===== config.mk =====
export PLATFORM = sky130hd
export DESIGN_NAME = dbcc_top
export DESIGN_NICKNAME = d
export VERILOG_FILES = /design/src/design/dbcc_pkg.sv /design/src/design/dbcc_bridge.sv /design/src/design/dbcc_top.sv
export SDC_FILE = /design/constraint.sdc
export NUM_CORES = 1
export LEC_CHECK = 0
export BUFFER_PORTS_ARGS = -buffer_cell sky130_fd_sc_hd__buf_2
export CORE_MARGIN = 10
export CORE_UTILIZATION = 30
export CTS_CLUSTER_DIAMETER = 60
export CTS_CLUSTER_SIZE = 28
export DETAILED_ROUTE_END_ITERATION = 7
export PLACE_DENSITY = 0.45
export SYNTH_ARGS = -nofsm -noshare
export SYNTH_HDL_FRONTEND = slang
export SYNTH_HIERARCHICAL = 1
export SYNTH_SLANG_ARGS = --single-unit

===== constraint.sdc =====
create_clock -name clk_in -period 6.1 [get_ports clk_in]
set_clock_uncertainty 0.1 [all_clocks]
set_input_delay 0.915 -clock clk_in [delete_from_list [all_inputs] [get_ports clk_in]]
set_output_delay 0.915 -clock clk_in [all_outputs]
set_load 0.005 [all_outputs]

===== src/design/dbcc_pkg.sv =====
// Shared constants for the dual bridge chopper control block
package dbcc_pkg;
  localparam int WORD_BITS = 19;
  localparam int DATA_BITS = 18;
  // Word 0 field positions
  localparam int W0_DAC1_LSB = 1;
  localparam int W0_DAC2_LSB = 7;
  localparam int W0_PHASE1 = 13;
  localparam int W0_PHASE2 = 14;
  localparam int W0_MODE1 = 15;
  localparam int W0_MODE2 = 16;
  localparam int W0_REF_SEL = 17;
  localparam int W0_RANGE = 18;
  // Word 1 field positions
  localparam int W1_BLANK_LSB = 1;
  localparam int W1_OFF_LSB = 3;
  localparam int W1_FAST_LSB = 8;
  localparam int W1_OSC_LSB = 12;
  localparam int W1_SR_LSB = 14;
  localparam int W1_IDLE = 18;
  localparam logic [18:0] WORD_RESET = 19'h00000;
  // Rectification modes
  localparam logic [1:0] SR_ACTIVE = 2'h0;
  localparam logic [1:0] SR_DISABLED = 2'h1;
  localparam logic [1:0] SR_PASSIVE = 2'h2;
  localparam logic [1:0] SR_LOW_SIDE = 2'h3;
  // Timing source select
  localparam logic [1:0] OSC_INTERNAL = 2'h0;
  localparam logic [1:0] OSC_EXT_DIV1 = 2'h1;
  localparam logic [1:0] OSC_EXT_DIV2 = 2'h2;
  localparam logic [1:0] OSC_EXT_DIV4 = 2'h3;
  // Internal oscillator model: 4 MHz tick derived from the 10 MHz clock
  localparam int CLK_HZ = 10000000;
  localparam int INT_OSC_HZ = 4000000;
  localparam logic [15:0] INT_OSC_STEP = 16'(INT_OSC_HZ / 1000);
  localparam logic [15:0] INT_OSC_WRAP = 16'(CLK_HZ / 1000);
  localparam int OFF_MULT = 8;
  localparam logic [8:0] BLANK_T0 = 9'h004;
  localparam logic [8:0] BLANK_T1 = 9'h006;
  localparam logic [8:0] BLANK_T2 = 9'h008;
  localparam logic [8:0] BLANK_T3 = 9'h00C;
  typedef enum logic [1:0] {DBCC_ON, DBCC_FAST, DBCC_SLOW} dbcc_pwm_t;
endpackage


===== src/design/dbcc_bridge.sv =====
// One bridge: fixed off-time chopper with decay and rectification steering
`timescale 1ns/1ps
`default_nettype none
module dbcc_bridge (
  // Clock and reset
  input wire logic clk_in,
  input wire logic rst_n_in,
  // Settings
  input wire logic enable_in,
  input wire logic [5:0] code_in,
  input wire logic phase_in,
  input wire logic slow_mode_in,
  input wire logic [4:0] off_n_in,
  input wire logic [3:0] fast_n_in,
  input wire logic [1:0] blank_sel_in,
  input wire logic [1:0] sr_mode_in,
  // Timing and sense
  input wire logic tick_in,
  input wire logic trip_in,
  input wire logic zero_in,
  input wire logic rev_limit_in,
  // Gate drives: source and sink, A and B legs; off and fast status
  output logic src_a_out,
  output logic src_b_out,
  output logic snk_a_out,
  output logic snk_b_out,
  output logic off_out,
  output logic fast_out
);
  import dbcc_pkg::*;
  dbcc_pwm_t st_q, st_d;
  logic [8:0] cnt_q, cnt_d, blank_q, blank_d;
  logic phase_q, sr_cut_q, sr_cut_d;
  logic [8:0] t_off, t_fd, t_blank;
  logic drv_src, drv_snk, rect;

  function automatic logic [8:0] dur(input logic [4:0] n);
    dur = 9'((9'(n) + 9'h001) * 9'(OFF_MULT) - 9'h001);
  endfunction

  always_comb begin
    t_off = dur(off_n_in);
    t_fd = dur({1'b0, fast_n_in});
    case (blank_sel_in)
      2'h0: t_blank = BLANK_T0;
      2'h1: t_blank = BLANK_T1;
      2'h2: t_blank = BLANK_T2;
      default: t_blank = BLANK_T3;
    endcase
    st_d = st_q;
    cnt_d = cnt_q;
    blank_d = blank_q;
    sr_cut_d = sr_cut_q;
    if (phase_in != phase_q) begin
      blank_d = t_blank;
    end else if (tick_in && blank_q != 9'h000) begin
      blank_d = blank_q - 9'h001;
    end
    case (st_q)
      DBCC_ON: begin
        // Off cycle on disable command or current trip
        if (!enable_in || (trip_in && blank_q == 9'h000)) begin
          cnt_d = 9'h000;
          sr_cut_d = 1'b0;
          st_d = (slow_mode_in) ? DBCC_SLOW : DBCC_FAST;
        end
      end
      DBCC_FAST, DBCC_SLOW: begin
        if (tick_in) begin
          cnt_d = cnt_q + 9'h001;
          if (cnt_q >= t_off) begin
            st_d = DBCC_ON;
            blank_d = t_blank;
          end else if (st_q == DBCC_FAST && cnt_q >= t_fd) begin
            st_d = DBCC_SLOW;
          end
        end
        if (sr_mode_in == SR_ACTIVE && zero_in) begin
          sr_cut_d = 1'b1;
        end
        if (sr_mode_in == SR_PASSIVE && rev_limit_in) begin
          sr_cut_d = 1'b1;
        end
      end
      default: st_d = DBCC_ON;
    endcase
  end

  always_ff @(posedge clk_in or negedge rst_n_in) begin
    if (!rst_n_in) begin
      st_q <= DBCC_ON;
      cnt_q <= 9'h000;
      blank_q <= 9'h000;
      phase_q <= 1'b0;
      sr_cut_q <= 1'b0;
    end else begin
      st_q <= st_d;
      cnt_q <= cnt_d;
      blank_q <= blank_d;
      phase_q <= phase_in;
      sr_cut_q <= sr_cut_d;
    end
  end

  always_comb begin
    // Rectifier may conduct only in a mode that switches and before a cut
    rect = (sr_mode_in != SR_DISABLED) && !sr_cut_q;
    drv_src = 1'b0;
    drv_snk = 1'b0;
    src_a_out = 1'b0;
    src_b_out = 1'b0;
    snk_a_out = 1'b0;
    snk_b_out = 1'b0;
    if (enable_in && code_in != 6'h00) begin
      case (st_q)
        DBCC_ON: begin
          src_a_out = phase_in;
          snk_b_out = phase_in;
          src_b_out = !phase_in;
          snk_a_out = !phase_in;
        end
        DBCC_SLOW: begin
          if (sr_mode_in == SR_LOW_SIDE) begin
            // Source side chopped, both low sides short the loop
            snk_a_out = 1'b1;
            snk_b_out = 1'b1;
          end else begin
            // Source side chopped, sink keeps conducting
            snk_a_out = !phase_in;
            snk_b_out = phase_in;
            drv_snk = rect;
            snk_a_out = snk_a_out | (drv_snk & phase_in);
            snk_b_out = snk_b_out | (drv_snk & !phase_in);
          end
        end
        DBCC_FAST: begin
          // Opposite devices rectify when allowed; in low-side mode only the sinks do
          drv_src = rect && sr_mode_in != SR_LOW_SIDE;
          drv_snk = rect;
          src_b_out = drv_src & phase_in;
          src_a_out = drv_src & !phase_in;
          snk_a_out = drv_snk & phase_in;
          snk_b_out = drv_snk & !phase_in;
        end
        default: ;
      endcase
    end
  end

  assign off_out = (st_q != DBCC_ON);
  assign fast_out = (st_q == DBCC_FAST);
endmodule
`default_nettype wire


===== src/design/dbcc_top.sv =====
// Serial port, protection and timing source for the dual bridge chopper
`timescale 1ns/1ps
`default_nettype none
module dbcc_top (
  // Clock and reset
  input wire logic clk_in,
  input wire logic rst_n_in,
  // Serial port
  input wire logic ser_clk_in,
  input wire logic ser_data_in,
  input wire logic strobe_n_in,
  // Protection and power
  input wire logic sleep_n_in,
  input wire logic supply_undervoltage_lockout_in,
  input wire logic gate_supply_fault_in,
  input wire logic pump_supply_low_in,
  input wire logic over_temp_in,
  // Timing pin
  input wire logic ext_osc_in,
  // Sense comparators per bridge
  input wire logic [1:0] trip_in,
  input wire logic [1:0] zero_in,
  input wire logic [1:0] rev_limit_in,
  // Bridge gate drives
  output logic [1:0] src_a_out,
  output logic [1:0] src_b_out,
  output logic [1:0] snk_a_out,
  output logic [1:0] snk_b_out,
  // Status and analog settings
  output logic [1:0] off_out,
  output logic [1:0] fast_out,
  output logic [6:0] thr1_out,
  output logic [6:0] thr2_out,
  output logic ext_ref_out,
  output logic range4_out,
  output logic pump_on_out
);
  import dbcc_pkg::*;
  logic rst_s1_q, rst_s2_q;
  logic [18:0] shift_q, shift_d, word0_q, word0_d, word1_q, word1_d;
  logic sck_q, sck_d, stb_q, stb_d;
  logic xo_q, xo_d;
  logic [1:0] xdiv_q, xdiv_d;
  logic [15:0] acc_q, acc_d;
  logic tick;
  logic clear, kill;
  logic [1:0] b_en;
  logic [1:0] b_sa, b_sb, b_ka, b_kb, b_off, b_fast;
  logic [1:0] osc_sel;

  always_ff @(posedge clk_in or negedge rst_n_in) begin
    if (!rst_n_in) begin
      rst_s1_q <= 1'b0;
      rst_s2_q <= 1'b0;
    end else begin
      rst_s1_q <= 1'b1;
      rst_s2_q <= rst_s1_q;
    end
  end

  assign clear = !sleep_n_in || supply_undervoltage_lockout_in;
  assign kill = clear || gate_supply_fault_in || pump_supply_low_in || over_temp_in
                || !word1_q[W1_IDLE];

  // Serial shift and load
  always_comb begin
    shift_d = shift_q;
    word0_d = word0_q;
    word1_d = word1_q;
    sck_d = ser_clk_in;
    stb_d = strobe_n_in;
    if (ser_clk_in && !sck_q) begin
      shift_d = {shift_q[17:0], ser_data_in};
    end
    if (strobe_n_in && !stb_q) begin
      if (shift_q[0]) begin
        word1_d = shift_q;
      end else begin
        word0_d = shift_q;
      end
    end
    if (clear) begin
      shift_d = WORD_RESET;
      word0_d = WORD_RESET;
      word1_d = WORD_RESET;
    end
  end

  always_ff @(posedge clk_in or negedge rst_s2_q) begin
    if (!rst_s2_q) begin
      shift_q <= WORD_RESET;
      word0_q <= WORD_RESET;
      word1_q <= WORD_RESET;
      sck_q <= 1'b0;
      stb_q <= 1'b1;
    end else begin
      shift_q <= shift_d;
      word0_q <= word0_d;
      word1_q <= word1_d;
      sck_q <= sck_d;
      stb_q <= stb_d;
    end
  end

  // Timing tick source
  assign osc_sel = word1_q[W1_OSC_LSB +: 2];
  always_comb begin
    xo_d = ext_osc_in;
    xdiv_d = xdiv_q;
    acc_d = acc_q;
    tick = 1'b0;
    if (osc_sel == OSC_INTERNAL) begin
      if (acc_q + INT_OSC_STEP >= INT_OSC_WRAP) begin
        acc_d = acc_q + INT_OSC_STEP - INT_OSC_WRAP;
        tick = 1'b1;
      end else begin
        acc_d = acc_q + INT_OSC_STEP;
      end
    end else if (ext_osc_in && !xo_q) begin
      xdiv_d = xdiv_q + 2'h1;
      case (osc_sel)
        OSC_EXT_DIV1: tick = 1'b1;
        OSC_EXT_DIV2: tick = xdiv_q[0];
        default: tick = (xdiv_q == 2'h3);
      endcase
    end
  end

  always_ff @(posedge clk_in or negedge rst_s2_q) begin
    if (!rst_s2_q) begin
      xo_q <= 1'b0;
      xdiv_q <= 2'h0;
      acc_q <= 16'h0000;
    end else begin
      xo_q <= xo_d;
      xdiv_q <= xdiv_d;
      acc_q <= acc_d;
    end
  end

  assign b_en[0] = !kill && word0_q[W0_DAC1_LSB +: 6] != 6'h00;
  assign b_en[1] = !kill && word0_q[W0_DAC2_LSB +: 6] != 6'h00;

  dbcc_bridge u_br1 (
    .clk_in(clk_in), .rst_n_in(rst_s2_q), .enable_in(b_en[0]),
    .code_in(word0_q[W0_DAC1_LSB +: 6]), .phase_in(word0_q[W0_PHASE1]),
    .slow_mode_in(word0_q[W0_MODE1]), .off_n_in(word1_q[W1_OFF_LSB +: 5]),
    .fast_n_in(word1_q[W1_FAST_LSB +: 4]), .blank_sel_in(word1_q[W1_BLANK_LSB +: 2]),
    .sr_mode_in(word1_q[W1_SR_LSB +: 2]), .tick_in(tick), .trip_in(trip_in[0]),
    .zero_in(zero_in[0]), .rev_limit_in(rev_limit_in[0]),
    .src_a_out(b_sa[0]), .src_b_out(b_sb[0]), .snk_a_out(b_ka[0]), .snk_b_out(b_kb[0]),
    .off_out(b_off[0]), .fast_out(b_fast[0])
  );
  dbcc_bridge u_br2 (
    .clk_in(clk_in), .rst_n_in(rst_s2_q), .enable_in(b_en[1]),
    .code_in(word0_q[W0_DAC2_LSB +: 6]), .phase_in(word0_q[W0_PHASE2]),
    .slow_mode_in(word0_q[W0_MODE2]), .off_n_in(word1_q[W1_OFF_LSB +: 5]),
    .fast_n_in(word1_q[W1_FAST_LSB +: 4]), .blank_sel_in(word1_q[W1_BLANK_LSB +: 2]),
    .sr_mode_in(word1_q[W1_SR_LSB +: 2]), .tick_in(tick), .trip_in(trip_in[1]),
    .zero_in(zero_in[1]), .rev_limit_in(rev_limit_in[1]),
    .src_a_out(b_sa[1]), .src_b_out(b_sb[1]), .snk_a_out(b_ka[1]), .snk_b_out(b_kb[1]),
    .off_out(b_off[1]), .fast_out(b_fast[1])
  );

  // Registered outputs; kill also gates here for a same-cycle cut
  always_ff @(posedge clk_in or negedge rst_s2_q) begin
    if (!rst_s2_q) begin
      src_a_out <= 2'h0;
      src_b_out <= 2'h0;
      snk_a_out <= 2'h0;
      snk_b_out <= 2'h0;
      off_out <= 2'h0;
      fast_out <= 2'h0;
      thr1_out <= 7'h00;
      thr2_out <= 7'h00;
      ext_ref_out <= 1'b0;
      range4_out <= 1'b0;
      pump_on_out <= 1'b0;
    end else begin
      src_a_out <= kill ? 2'h0 : b_sa;
      src_b_out <= kill ? 2'h0 : b_sb;
      snk_a_out <= kill ? 2'h0 : b_ka;
      snk_b_out <= kill ? 2'h0 : b_kb;
      off_out <= b_off;
      fast_out <= b_fast;
      // Threshold numerator over 64 of the reference
      thr1_out <= 7'(word0_q[W0_DAC1_LSB +: 6]) + 7'h01;
      thr2_out <= 7'(word0_q[W0_DAC2_LSB +: 6]) + 7'h01;
      ext_ref_out <= word0_q[W0_REF_SEL];
      range4_out <= word0_q[W0_RANGE];
      pump_on_out <= word1_q[W1_IDLE] && !clear;
    end
  end
endmodule
`default_nettype wire


==> results_dict.tcl, run 1 <==
set metrics [dict create \
    power.leakage_nw 4.19 \
    cpMaxStageDelayCell "o21ai_0" \
    initial_core_util_pct 30.6 \
    cts_setup_buffers 0 \
    drv_cap 0 \
    syn2layout_area_growth_pct 13.8 \
    cts.reportedPaths.clkPinSlew_ns 0.07 \
    coreArea_um2 27900 \
    netlist.area_leader.share_pct 42.2 \
    clk_path_buf_depth 2 \
    portBuffers 45 \
    hp-class "input port to async pin" \
    setup_viol 0 \
    grt_pass1_wl_um 35000 \
    hold_slack_ns 0.154 \
    async_flop_share_pct 100 \
    cts_buffers 17 \
    synth.distinct_cells 69 \
    crit_type "flop to flop" \
    ios 46 \
    vdd_drop_max_v 0.000187 \
    yosys_warnings 6 \
    num-fill-cells 2904 \
    antenna_found_initial 1 \
    p_per_area_nw_per_um2 314 \
    gp_congestion 0.813 \
    drive_gt1_share_pct 12.1 \
    slew_violations 0 \
    hpwl_um 14300 \
    cp.arrival_ns 4.80 \
    grt-busiest-layer "met2" \
    grt_pass1_vias 6504 \
    drt_first_pass_iters 5 \
    grt-ovfl-total 0 \
    rsz0062_at_grt "false" \
    postCtsResizedCells 0 \
    gr-usage-met3_pct 2.27 \
    antennaDiodeCount 0 \
    cts_tree "done" \
    synth-seq-cells 145 \
    met1_usage_pct 16.8 \
    min_period_ns 4.61 \
    drt-total-wl_um 20800 \
    layout_setup_ws_ns 1.49 \
    postSynthCellCount 922 \
    period_share_pct 75.5 \
    rows 61 \
    drc_errors 0 \
    netlist_area_um2 8540 \
    gr-usage-met2_pct 18.0 \
    relSlewSlack_pct 33.8 \
    crit_path_cell_trace "ha_1, nor3_1, and3_1, o21ai_0, a41o_2, nand2_1, nand2_1, nand2_1, mux2_2, nand2_1, a211oi_1, xnor2_1, nor2_1" \
    die-area_um2 35600 \
    via_per_inst 4.92 \
    hold_violations 0 \
    required_ns 6.29 \
    cts_hold_buf 0 \
    ys.flop_type "dfrtp_1" \
    cp_common_cell "nand2_1" \
    die_x_um 189 \
    root_buffer "clkbuf_16" \
    postSynthAreaPerCell_um2 9.26 \
    cp-start-kind "flop" \
    clk_latency_ns 0.43 \
    cp-end-kind "flop" \
    status "completed" \
    die_h_um 189 \
    cp_max_fo 20 \
    synth.most_common_cell "nand2_1" \
    synthTopCellsByArea "dfrtp_1, ha_1, nand2_1" \
    final_area_um2 9720 \
    setup-tns-final_ns 0 \
    grt_usage_pct 12.0 \
    max_stage_delay_ns 0.66 \
    nets 1030 \
    final_antenna_net_count 0 \
    routedWlPerCell_um 15.4 \
    worstMarginPinSlew_ns 0.993 \
    syn_nets 995 \
    max_freq_mhz 217 \
    synthTopCellsByCount "nand2_1, dfrtp_1, a21oi_1" \
    placedInstanceArea_um2 9130 \
    ys_seq_area_share_pct 42.5 \
    grt_max_degree 78 \
    drt_iter0_markers 361 \
    cts_max_level 4 \
    synth-edff-count 0 \
    num_vias 6626 \
    yosysTopAreaCell "dfrtp_1" \
    pre_cts_slack_ns 1.58 \
    clock_sinks 145 \
]
==> state kept, by name (all words and copies together), names as in the netlist, 2 cells and up <==
name and count:
u_br1/cnt_q 9, xdiv_q 2, src_a_out 2, u_br2/blank_q 9, snk_a_out 2, snk_b_out 2
off_out 2, word1_q 16, u_br1/st_q 2, shift_q 19, thr2_out 7, word0_q 18
fast_out 2, u_br2/st_q 2, acc_q 12, u_br2/cnt_q 9, u_br1/blank_q 9, thr1_out 7
src_b_out 2
==> worst max-delay path, delay by kind of cell, from the launching register on <==
| family | cells | cell delay (ns) |
|---|---|---|
| and+or+nand+nor | 7 | 1.42 |
| muxes | 1 | 0.50 |
| AOI/OAI and AO/OA | 3 | 1.14 |
| adders and majority gates | 1 | 0.51 |
| DFF | 1 | 0.60 |
| xor gates and xnor gates | 1 | 0.18 |
==> metrics by stage <==
stage | power [W] | utilization [%] | cells
2_1_floorplan | 0.00180 | - | 922
3_3_place_gp | 0.00200 | 32.7 | 1316
3_5_place_dp | 0.00199 | 32.7 | 1316
4_1_cts | 0.00310 | 34.8 | 1348
5_1_grt | 0.00326 | 34.8 | 1348
6_report | 0.00305 | 34.8 | 1348
==> area by class of cell <==
cell class / count / area, µm² / area share, %
clock buffer: 19 / 433 / 4.45
tap: 378 / 473 / 4.86
timing repair buffer: 52 / 278 / 2.86
clock inverter: 13 / 163 / 1.67
multi-input combinational: 699 / 4580 / 47.2
inverter: 42 / 158 / 1.62
sequential: 145 / 3630 / 37.4
==> final timing paths <==
path                            slack (ns)            startpoint                          to  cells after the start
worst max-delay path                  1.49  acc_q[5]$_DFFE_PN0P_  u_br2/cnt_q[3]$_DFFE_PN0P_                     13
worst min-delay path                  0.15              rst_n_in          rst_s2_q$_DFF_PN0_                      1
worst max register to register        1.49  acc_q[5]$_DFFE_PN0P_  u_br2/cnt_q[3]$_DFFE_PN0P_                     13
worst min register to register        0.25    rst_s1_q$_DFF_PN0_          rst_s2_q$_DFF_PN0_                      0
max in group asynchronous             4.02    rst_s2_q$_DFF_PN0_  u_br2/blank_q[7]$_DFF_PN0_                      1
min in group clk_in                   0.25    rst_s1_q$_DFF_PN0_          rst_s2_q$_DFF_PN0_                      0
==> logic make-up (layout without fill, tap and decap cells) <==
| group | Yosys count | in the layout | share of synthesized area [%] |
|---|---|---|---|
| simple gates | 358 | 358 | 20.0 |
| other cells | 1 | 1 | 0.0439 |
| flops | 145 | 145 | 42.5 |
| buf+inv | 78 | 126 | 3.97 |
| fa+ha+maj | 56 | 56 | 8.20 |
| compound gates | 207 | 207 | 16.7 |
| xor+xnor | 57 | 57 | 6.06 |
| mux | 20 | 20 | 2.48 |
==> per-layer routing <==
layer / wire length (µm) / up-vias
li1: - / 3346
met1: 10600 / 3136
met2: 9240 / 127
met3: 757 / 17
met4: 255 / 0
met5: 0 / -
==> cell usage in the layout, fill, tap and decap left out, types with 14 or more instances in the layout <==
| cell type | count |
|---|---|
| nor3_1 | 15 |
| clkbuf_16 | 17 |
| nand3_1 | 48 |
| nand2_1 | 157 |
| nor2_1 | 49 |
| inv_1 | 41 |
| dfrtp_1 | 143 |
| xnor2_1 | 43 |
| buf_2 | 45 |
| a21oi_1 | 71 |
| ha_1 | 56 |
| o21ai_0 | 34 |
| a211oi_1 | 14 |
==> where the power goes <==
part / switching, W / internal, W
logic: 0.000455 / 0.000311
clock network: 0.000464 / 0.000620
registers: 0.000133 / 0.00107
(Power assumes the default switching activity.)
==> inputs of run 2 (changes only) <==
Settings changed: PLACE_DENSITY 0.45 to 0.47.
Clock period 6.1 ns to 4.2 ns, I/O delays scaled along.
==> run 2 against run 1 <==
Against the previous run:
- combinational power is 50% higher
- final area is 1.3% higher
- via count is 1.6% higher
- final cell count is 1.0% higher
- fmax is 17% higher
- global-route usage is 0.18 points higher
- critical endpoint is now u_br2/st_q[1]$_DFFE_PN0P_
- largest cell class unchanged
==> results_dict.tcl, run 2 (same netlist as run 1, synthesis figures left out) <==
set metrics [dict create \
    reg_top3 "shift_q x19, word0_q x18, word1_q x16" \
    clk_latency_ns 0.43 \
    num_vias 6731 \
    gp_congestion 0.851 \
    min_period_ns 3.93 \
    cp.arrival_ns 4.13 \
    status "completed" \
    layout_setup_ws_ns 0.272 \
    grt_max_degree 62 \
    root_buffer "clkbuf_16" \
    hold_path_depth 1 \
    grt-ovfl-total 0 \
    pre_cts_slack_ns 0.313 \
    via_per_inst 4.94 \
    routedWlPerCell_um 15.6 \
    relSlewSlack_pct 48.8 \
    grt_usage_pct 12.1 \
    grt_pass1_vias 6601 \
    p_per_area_nw_per_um2 454 \
    worstMarginPinSlew_ns 0.768 \
    cp-start-kind "flop" \
    fin_cells 1362 \
    rows 61 \
    cts_tree "done" \
    syn2layout_area_growth_pct 15.2 \
    grt_pass1_wl_um 35600 \
    top_register "shift_q" \
    rsz0062_at_grt "false" \
    crit_type "flop to flop" \
    initial_core_util_pct 30.6 \
    cts_setup_buffers 0 \
    max_freq_mhz 255 \
    antenna_found_initial 1 \
    drc_errors 0 \
    die_h_um 189 \
    ios 46 \
    slew_violations 0 \
    period_share_pct 93.5 \
    power.leakage_nw 4.27 \
    final_antenna_net_count 0 \
    r2r_start "acc_q[6]$_DFFE_PN0P_" \
    ff2ff_path_depth 12 \
    hpwl_um 14700 \
    hold_start "ext_osc_in" \
    r2r_end "u_br2/st_q[1]$_DFFE_PN0P_" \
    postCtsResizedCells 0 \
    coreArea_um2 27900 \
    largest_reg_flops 19 \
    num-fill-cells 2936 \
    die_x_um 189 \
    final_cell_mix "nand2_1, dfrtp_1, a21oi_1" \
    required_ns 4.40 \
    mostFrequentLayoutCell "nand2_1" \
    cts_max_level 4 \
    r2r_slack_ns 0.27 \
    cts_buffers 17 \
    antennaDiodeCount 0 \
    cp-end-kind "flop" \
    nets 1044 \
    setup_viol 0 \
    setup-tns-final_ns 0 \
    cp_max_fo 12 \
    clock_sinks 145 \
    drive_gt1_share_pct 13.3 \
    vdd_drop_max_v 0.000233 \
    placed_cells 1329 \
    hp-class "input port to flop" \
    clk_path_buf_depth 2 \
    drt_iter0_markers 461 \
    cts.reportedPaths.clkPinSlew_ns 0.07 \
    drt-total-wl_um 21300 \
    die-area_um2 35600 \
    drv_cap 0 \
    drt_first_pass_iters 5 \
    portBuffers 45 \
    holdPathEnd "xo_q$_DFF_PN0_" \
    hold_violations 0 \
]
==> run 2: cell count changes in the layout (fill, tap and decap cells not counted), sizes merged <==
cell	before	now
dlygate4sd3	0	1
clkinvlp	1	2
buf	52	65
clkbuf	19	18
==> run 2: per-layer routing <==
layer  vias to the layer above  wire (µm)  track usage (%)
met5                         -          0                0
li1                       3371          -                -
met1                      3266      10900             17.0
met2                        88       9530             18.3
met3                         6        676             2.60
met4                         0        173             3.54
==> run 2: stage by stage <==
stage	hold WS (ns)	cell area [µm²]	total power [W]	util, %
final	0.219	9840	0.00447	35.2
after global routing	0.197	9840	0.00476	35.2
after CTS	0.194	9840	0.00453	35.2
after detailed placement	0.240	9240	0.00291	33.1
after global placement	0.237	9240	0.00291	33.1
after floorplan	0.231	8540	0.00262	-
==> run 2: worst max-delay path, stage by stage (launching register included) <==
cell and delay [ns]:
dfrtp_1 0.54, ha_1 0.50, a21bo_2 0.29, nor3_1 0.13
a211o_1 0.27, a41o_2 0.30, nand2_1 0.12, nand2_1 0.13
nand2_1 0.33, buf_4 0.31, o22ai_1 0.34, a211oi_1 0.07
a2111oi_0 0.36
==> run 2: layout make-up <==
cell class                      count  area, µm²  area share, %
Clock inverter                     14        169           1.72
Inverter                           42        158           1.60
Sequential cell                   145       3630           36.9
Tap cell                          378        473           4.80
Multi-Input combinational cell    699       4580           46.6
Timing Repair Buffer               66        398           4.04
Clock buffer                       18        429           4.36
==> run 2: repair_timing <==
| item | in CTS | in global routing |
|---|---|---|
| endpoints found under the setup margin | 0 | 0 |
| hold endpoints to repair | 2 | 0 |
| hold buffers | 1 | 0 |
==> run 2: where the power goes <==
| part | leakage [nW] | switching (W) | total, W | internal, W |
|---|---|---|---|---|
| logic | 2.04 | 0.000683 | 0.00115 | 0.000462 |
| registers | 1.93 | 0.000185 | 0.00174 | 0.00155 |
| clock network | 0.290 | 0.000680 | 0.00158 | 0.000900 |
| total | 4.27 | 0.00155 | 0.00447 | 0.00292 |
==> run 2: worst max path at each step <==
| stage | endpoint | slack [ns] | startpoint |
|---|---|---|---|
| floorplan | u_br1/cnt_q[8]$_DFFE_PN0P_ | 0.73 | acc_q[10]$_DFFE_PN0P_ |
| global placement | u_br2/blank_q[3]$_DFF_PN0_ | 0.38 | acc_q[6]$_DFFE_PN0P_ |
| detailed placement | u_br2/st_q[1]$_DFFE_PN0P_ | 0.31 | acc_q[6]$_DFFE_PN0P_ |
| CTS | u_br2/st_q[1]$_DFFE_PN0P_ | 0.29 | acc_q[6]$_DFFE_PN0P_ |
| global route | u_br2/cnt_q[3]$_DFFE_PN0P_ | 0.01 | acc_q[6]$_DFFE_PN0P_ |
| finish | u_br2/st_q[1]$_DFFE_PN0P_ | 0.27 | acc_q[6]$_DFFE_PN0P_ |
==> inputs of run 3 (changes only) <==
Settings changed: CTS_BUF_LIST set to sky130_fd_sc_hd__clkbuf_16.
==> run 3 against run 2 <==
Against the previous run:
- combinational power about the same
- die area unchanged
- via count up 0.83%
- fmax down 0.18%
- clock power about the same
- worst setup slack worse by 0.0072 ns
- final cell count unchanged
- critical path depth unchanged
- first-iteration DRC count unchanged
- final area unchanged
- core utilization unchanged
- count of clock-buffer cells in the layout down 1
==> results_dict.tcl, run 3 (same netlist as run 1, synthesis figures left out) <==
set metrics [dict create \
    cpMaxStageDelayCell "dfrtp_1" \
    cp-start-kind "flop" \
    p_sw_share_pct 34.8 \
    die-area_um2 35600 \
    nets 1044 \
    drive_gt1_share_pct 13.3 \
    ios 46 \
    path_buf_inv 1 \
    setup_viol 0 \
    cts_setup_buffers 0 \
    routedWlPerCell_um 15.7 \
    crit_type "flop to flop" \
    p_per_area_nw_per_um2 454 \
    min_period_ns 3.94 \
    clock_sinks 145 \
    wl_met1_um 11000 \
    reg_top3 "shift_q x19, word0_q x18, word1_q x16" \
    hp-class "input port to flop" \
    cp_max_fo 12 \
    postCtsResizedCells 0 \
    grt_pass1_wl_um 35600 \
    power.share.combinational_pct 25.6 \
    cts_max_level 4 \
    status "completed" \
    vdd_drop_max_v 0.000237 \
    relSlewSlack_pct 47.5 \
    final_cell_mix "nand2_1, dfrtp_1, a21oi_1" \
    rows 61 \
    crit_path_cell_trace "ha_1, a21bo_2, nor3_1, a211o_1, a41o_2, nand2_1, nand2_1, nand2_1, buf_4, o22ai_1, a211oi_1, a2111oi_0" \
    pwr-share-seq_pct 38.9 \
    largest_reg_flops 19 \
    top_layer_used "met4" \
    clk_latency_ns 0.43 \
    hpwl_um 14700 \
    cts.reportedPaths.clkPinSlew_ns 0.07 \
    num_vias 6787 \
    coreArea_um2 27900 \
    via_per_inst 4.98 \
    root_buffer "clkbuf_16" \
    die_x_um 189 \
    clkPwrFrac_pct 35.4 \
    cts_buffers 17 \
    initial_core_util_pct 30.6 \
    pre_cts_slack_ns 0.313 \
    setup-tns-final_ns 0 \
    grt_usage_pct 12.1 \
    hold_violations 0 \
    slew_violations 0 \
    cp-end-kind "flop" \
    rsz0062_at_grt "false" \
    final_antenna_net_count 0 \
    drt-total-wl_um 21300 \
    drv_cap 0 \
    portBuffers 45 \
    wl_met3_um 629 \
    period_share_pct 93.7 \
    die_h_um 189 \
    grt_pass1_vias 6601 \
    antennaDiodeCount 0 \
    gp_congestion 0.851 \
    cp_common_cell "nand2_1" \
    p_int_w 0.00291 \
    grt-ovfl-total 0 \
    syn2layout_area_growth_pct 15.2 \
    drc_errors 0 \
    mostFrequentLayoutCell "nand2_1" \
    power.leakage_nw 4.27 \
    top_register "shift_q" \
    clk_path_buf_depth 2 \
    cp.arrival_ns 4.13 \
    required_ns 4.40 \
    max_freq_mhz 254 \
    drt_first_pass_iters 7 \
    switching_power_w 0.00155 \
    cts_tree "done" \
    grt_max_degree 62 \
    drt_iter0_markers 461 \
    crit_family "compound AO/OA/AOI/OAI gates" \
    max_stage_delay_ns 0.54 \
    worstMarginPinSlew_ns 0.788 \
    antenna_found_initial 1 \
    layout_setup_ws_ns 0.265 \
    wl_met2_um 9430 \
    hold_slack_ns 0.213 \
]
run 3: cell types whose count changed in the layout (fill, tap and decap cells not counted):
| cell | change |
|---|---|
| inv_1 | +1 |
| clkbuf_1 | -1 |
run 3: metrics by stage:
step,instances,cell area (µm²),util (%),power [W]
6_report,1362,9840,35.2,0.00447
5_1_grt,1362,9840,35.2,0.00476
4_1_cts,1362,9840,35.2,0.00453
3_5_place_dp,1329,9240,33.1,0.00291
3_3_place_gp,1329,9240,33.1,0.00291
2_1_floorplan,922,8540,-,0.00262
run 3: routing by layer:
layer / global-route usage [%] / up-vias
met2: 18.3 / 105
met1: 17.0 / 3300
met4: 3.54 / 0
met5: 0 / -
met3: 2.60 / 14
li1: - / 3368
run 3: layout make-up:
| cell class | instances | area [µm²] |
|---|---|---|
| multi-input cells | 699 | 4580 |
| well taps | 378 | 473 |
| fillers | 2936 | 18100 |
| repair buffers | 66 | 398 |
| clock buffers | 17 | 425 |
| flip-flops and latches | 145 | 3630 |
| clock inverters | 15 | 173 |
| inverters | 42 | 158 |
run 3: worst register-to-register path, stage by stage, from the launching register on:
cell and delay [ns]:
dfrtp_1 0.54, ha_1 0.50, a21bo_2 0.30, nor3_1 0.13
a211o_1 0.26, a41o_2 0.30, nand2_1 0.12, nand2_1 0.14
nand2_1 0.33, buf_4 0.31, o22ai_1 0.35, a211oi_1 0.08
a2111oi_0 0.36
run 3: worst paths after layout:
kind | start | cells after the start | slack (ns) | endpoint
min reg2reg | rst_s1_q$_DFF_PN0_ | 0 | 0.25 | rst_s2_q$_DFF_PN0_
min | ext_osc_in | 1 | 0.21 | xo_q$_DFF_PN0_
max reg2reg | acc_q[6]$_DFFE_PN0P_ | 12 | 0.26 | u_br2/st_q[1]$_DFFE_PN0P_
max in group asynchronous | rst_s2_q$_DFF_PN0_ | 1 | 2.80 | u_br2/cnt_q[3]$_DFFE_PN0P_
min in group asynchronous | rst_s2_q$_DFF_PN0_ | 0 | 0.29 | range4_out$_DFF_PN0_
max | acc_q[6]$_DFFE_PN0P_ | 12 | 0.26 | u_br2/st_q[1]$_DFFE_PN0P_
run 3: timing repair:
action,in CTS,in global routing
endpoints found under the setup margin,0,0
hold buffers,1,0
endpoints found under the hold margin,2,0
run 3: power groups by stage:
stage	combinational, W	clock [W]	sequential [W]
CTS	0.00115	0.00164	0.00174
detailed placement	0.00115	0	0.00176
global route	0.00129	0.00170	0.00177
global placement	0.00114	0	0.00177
floorplan	0.000903	0	0.00172
finish	0.00115	0.00158	0.00174
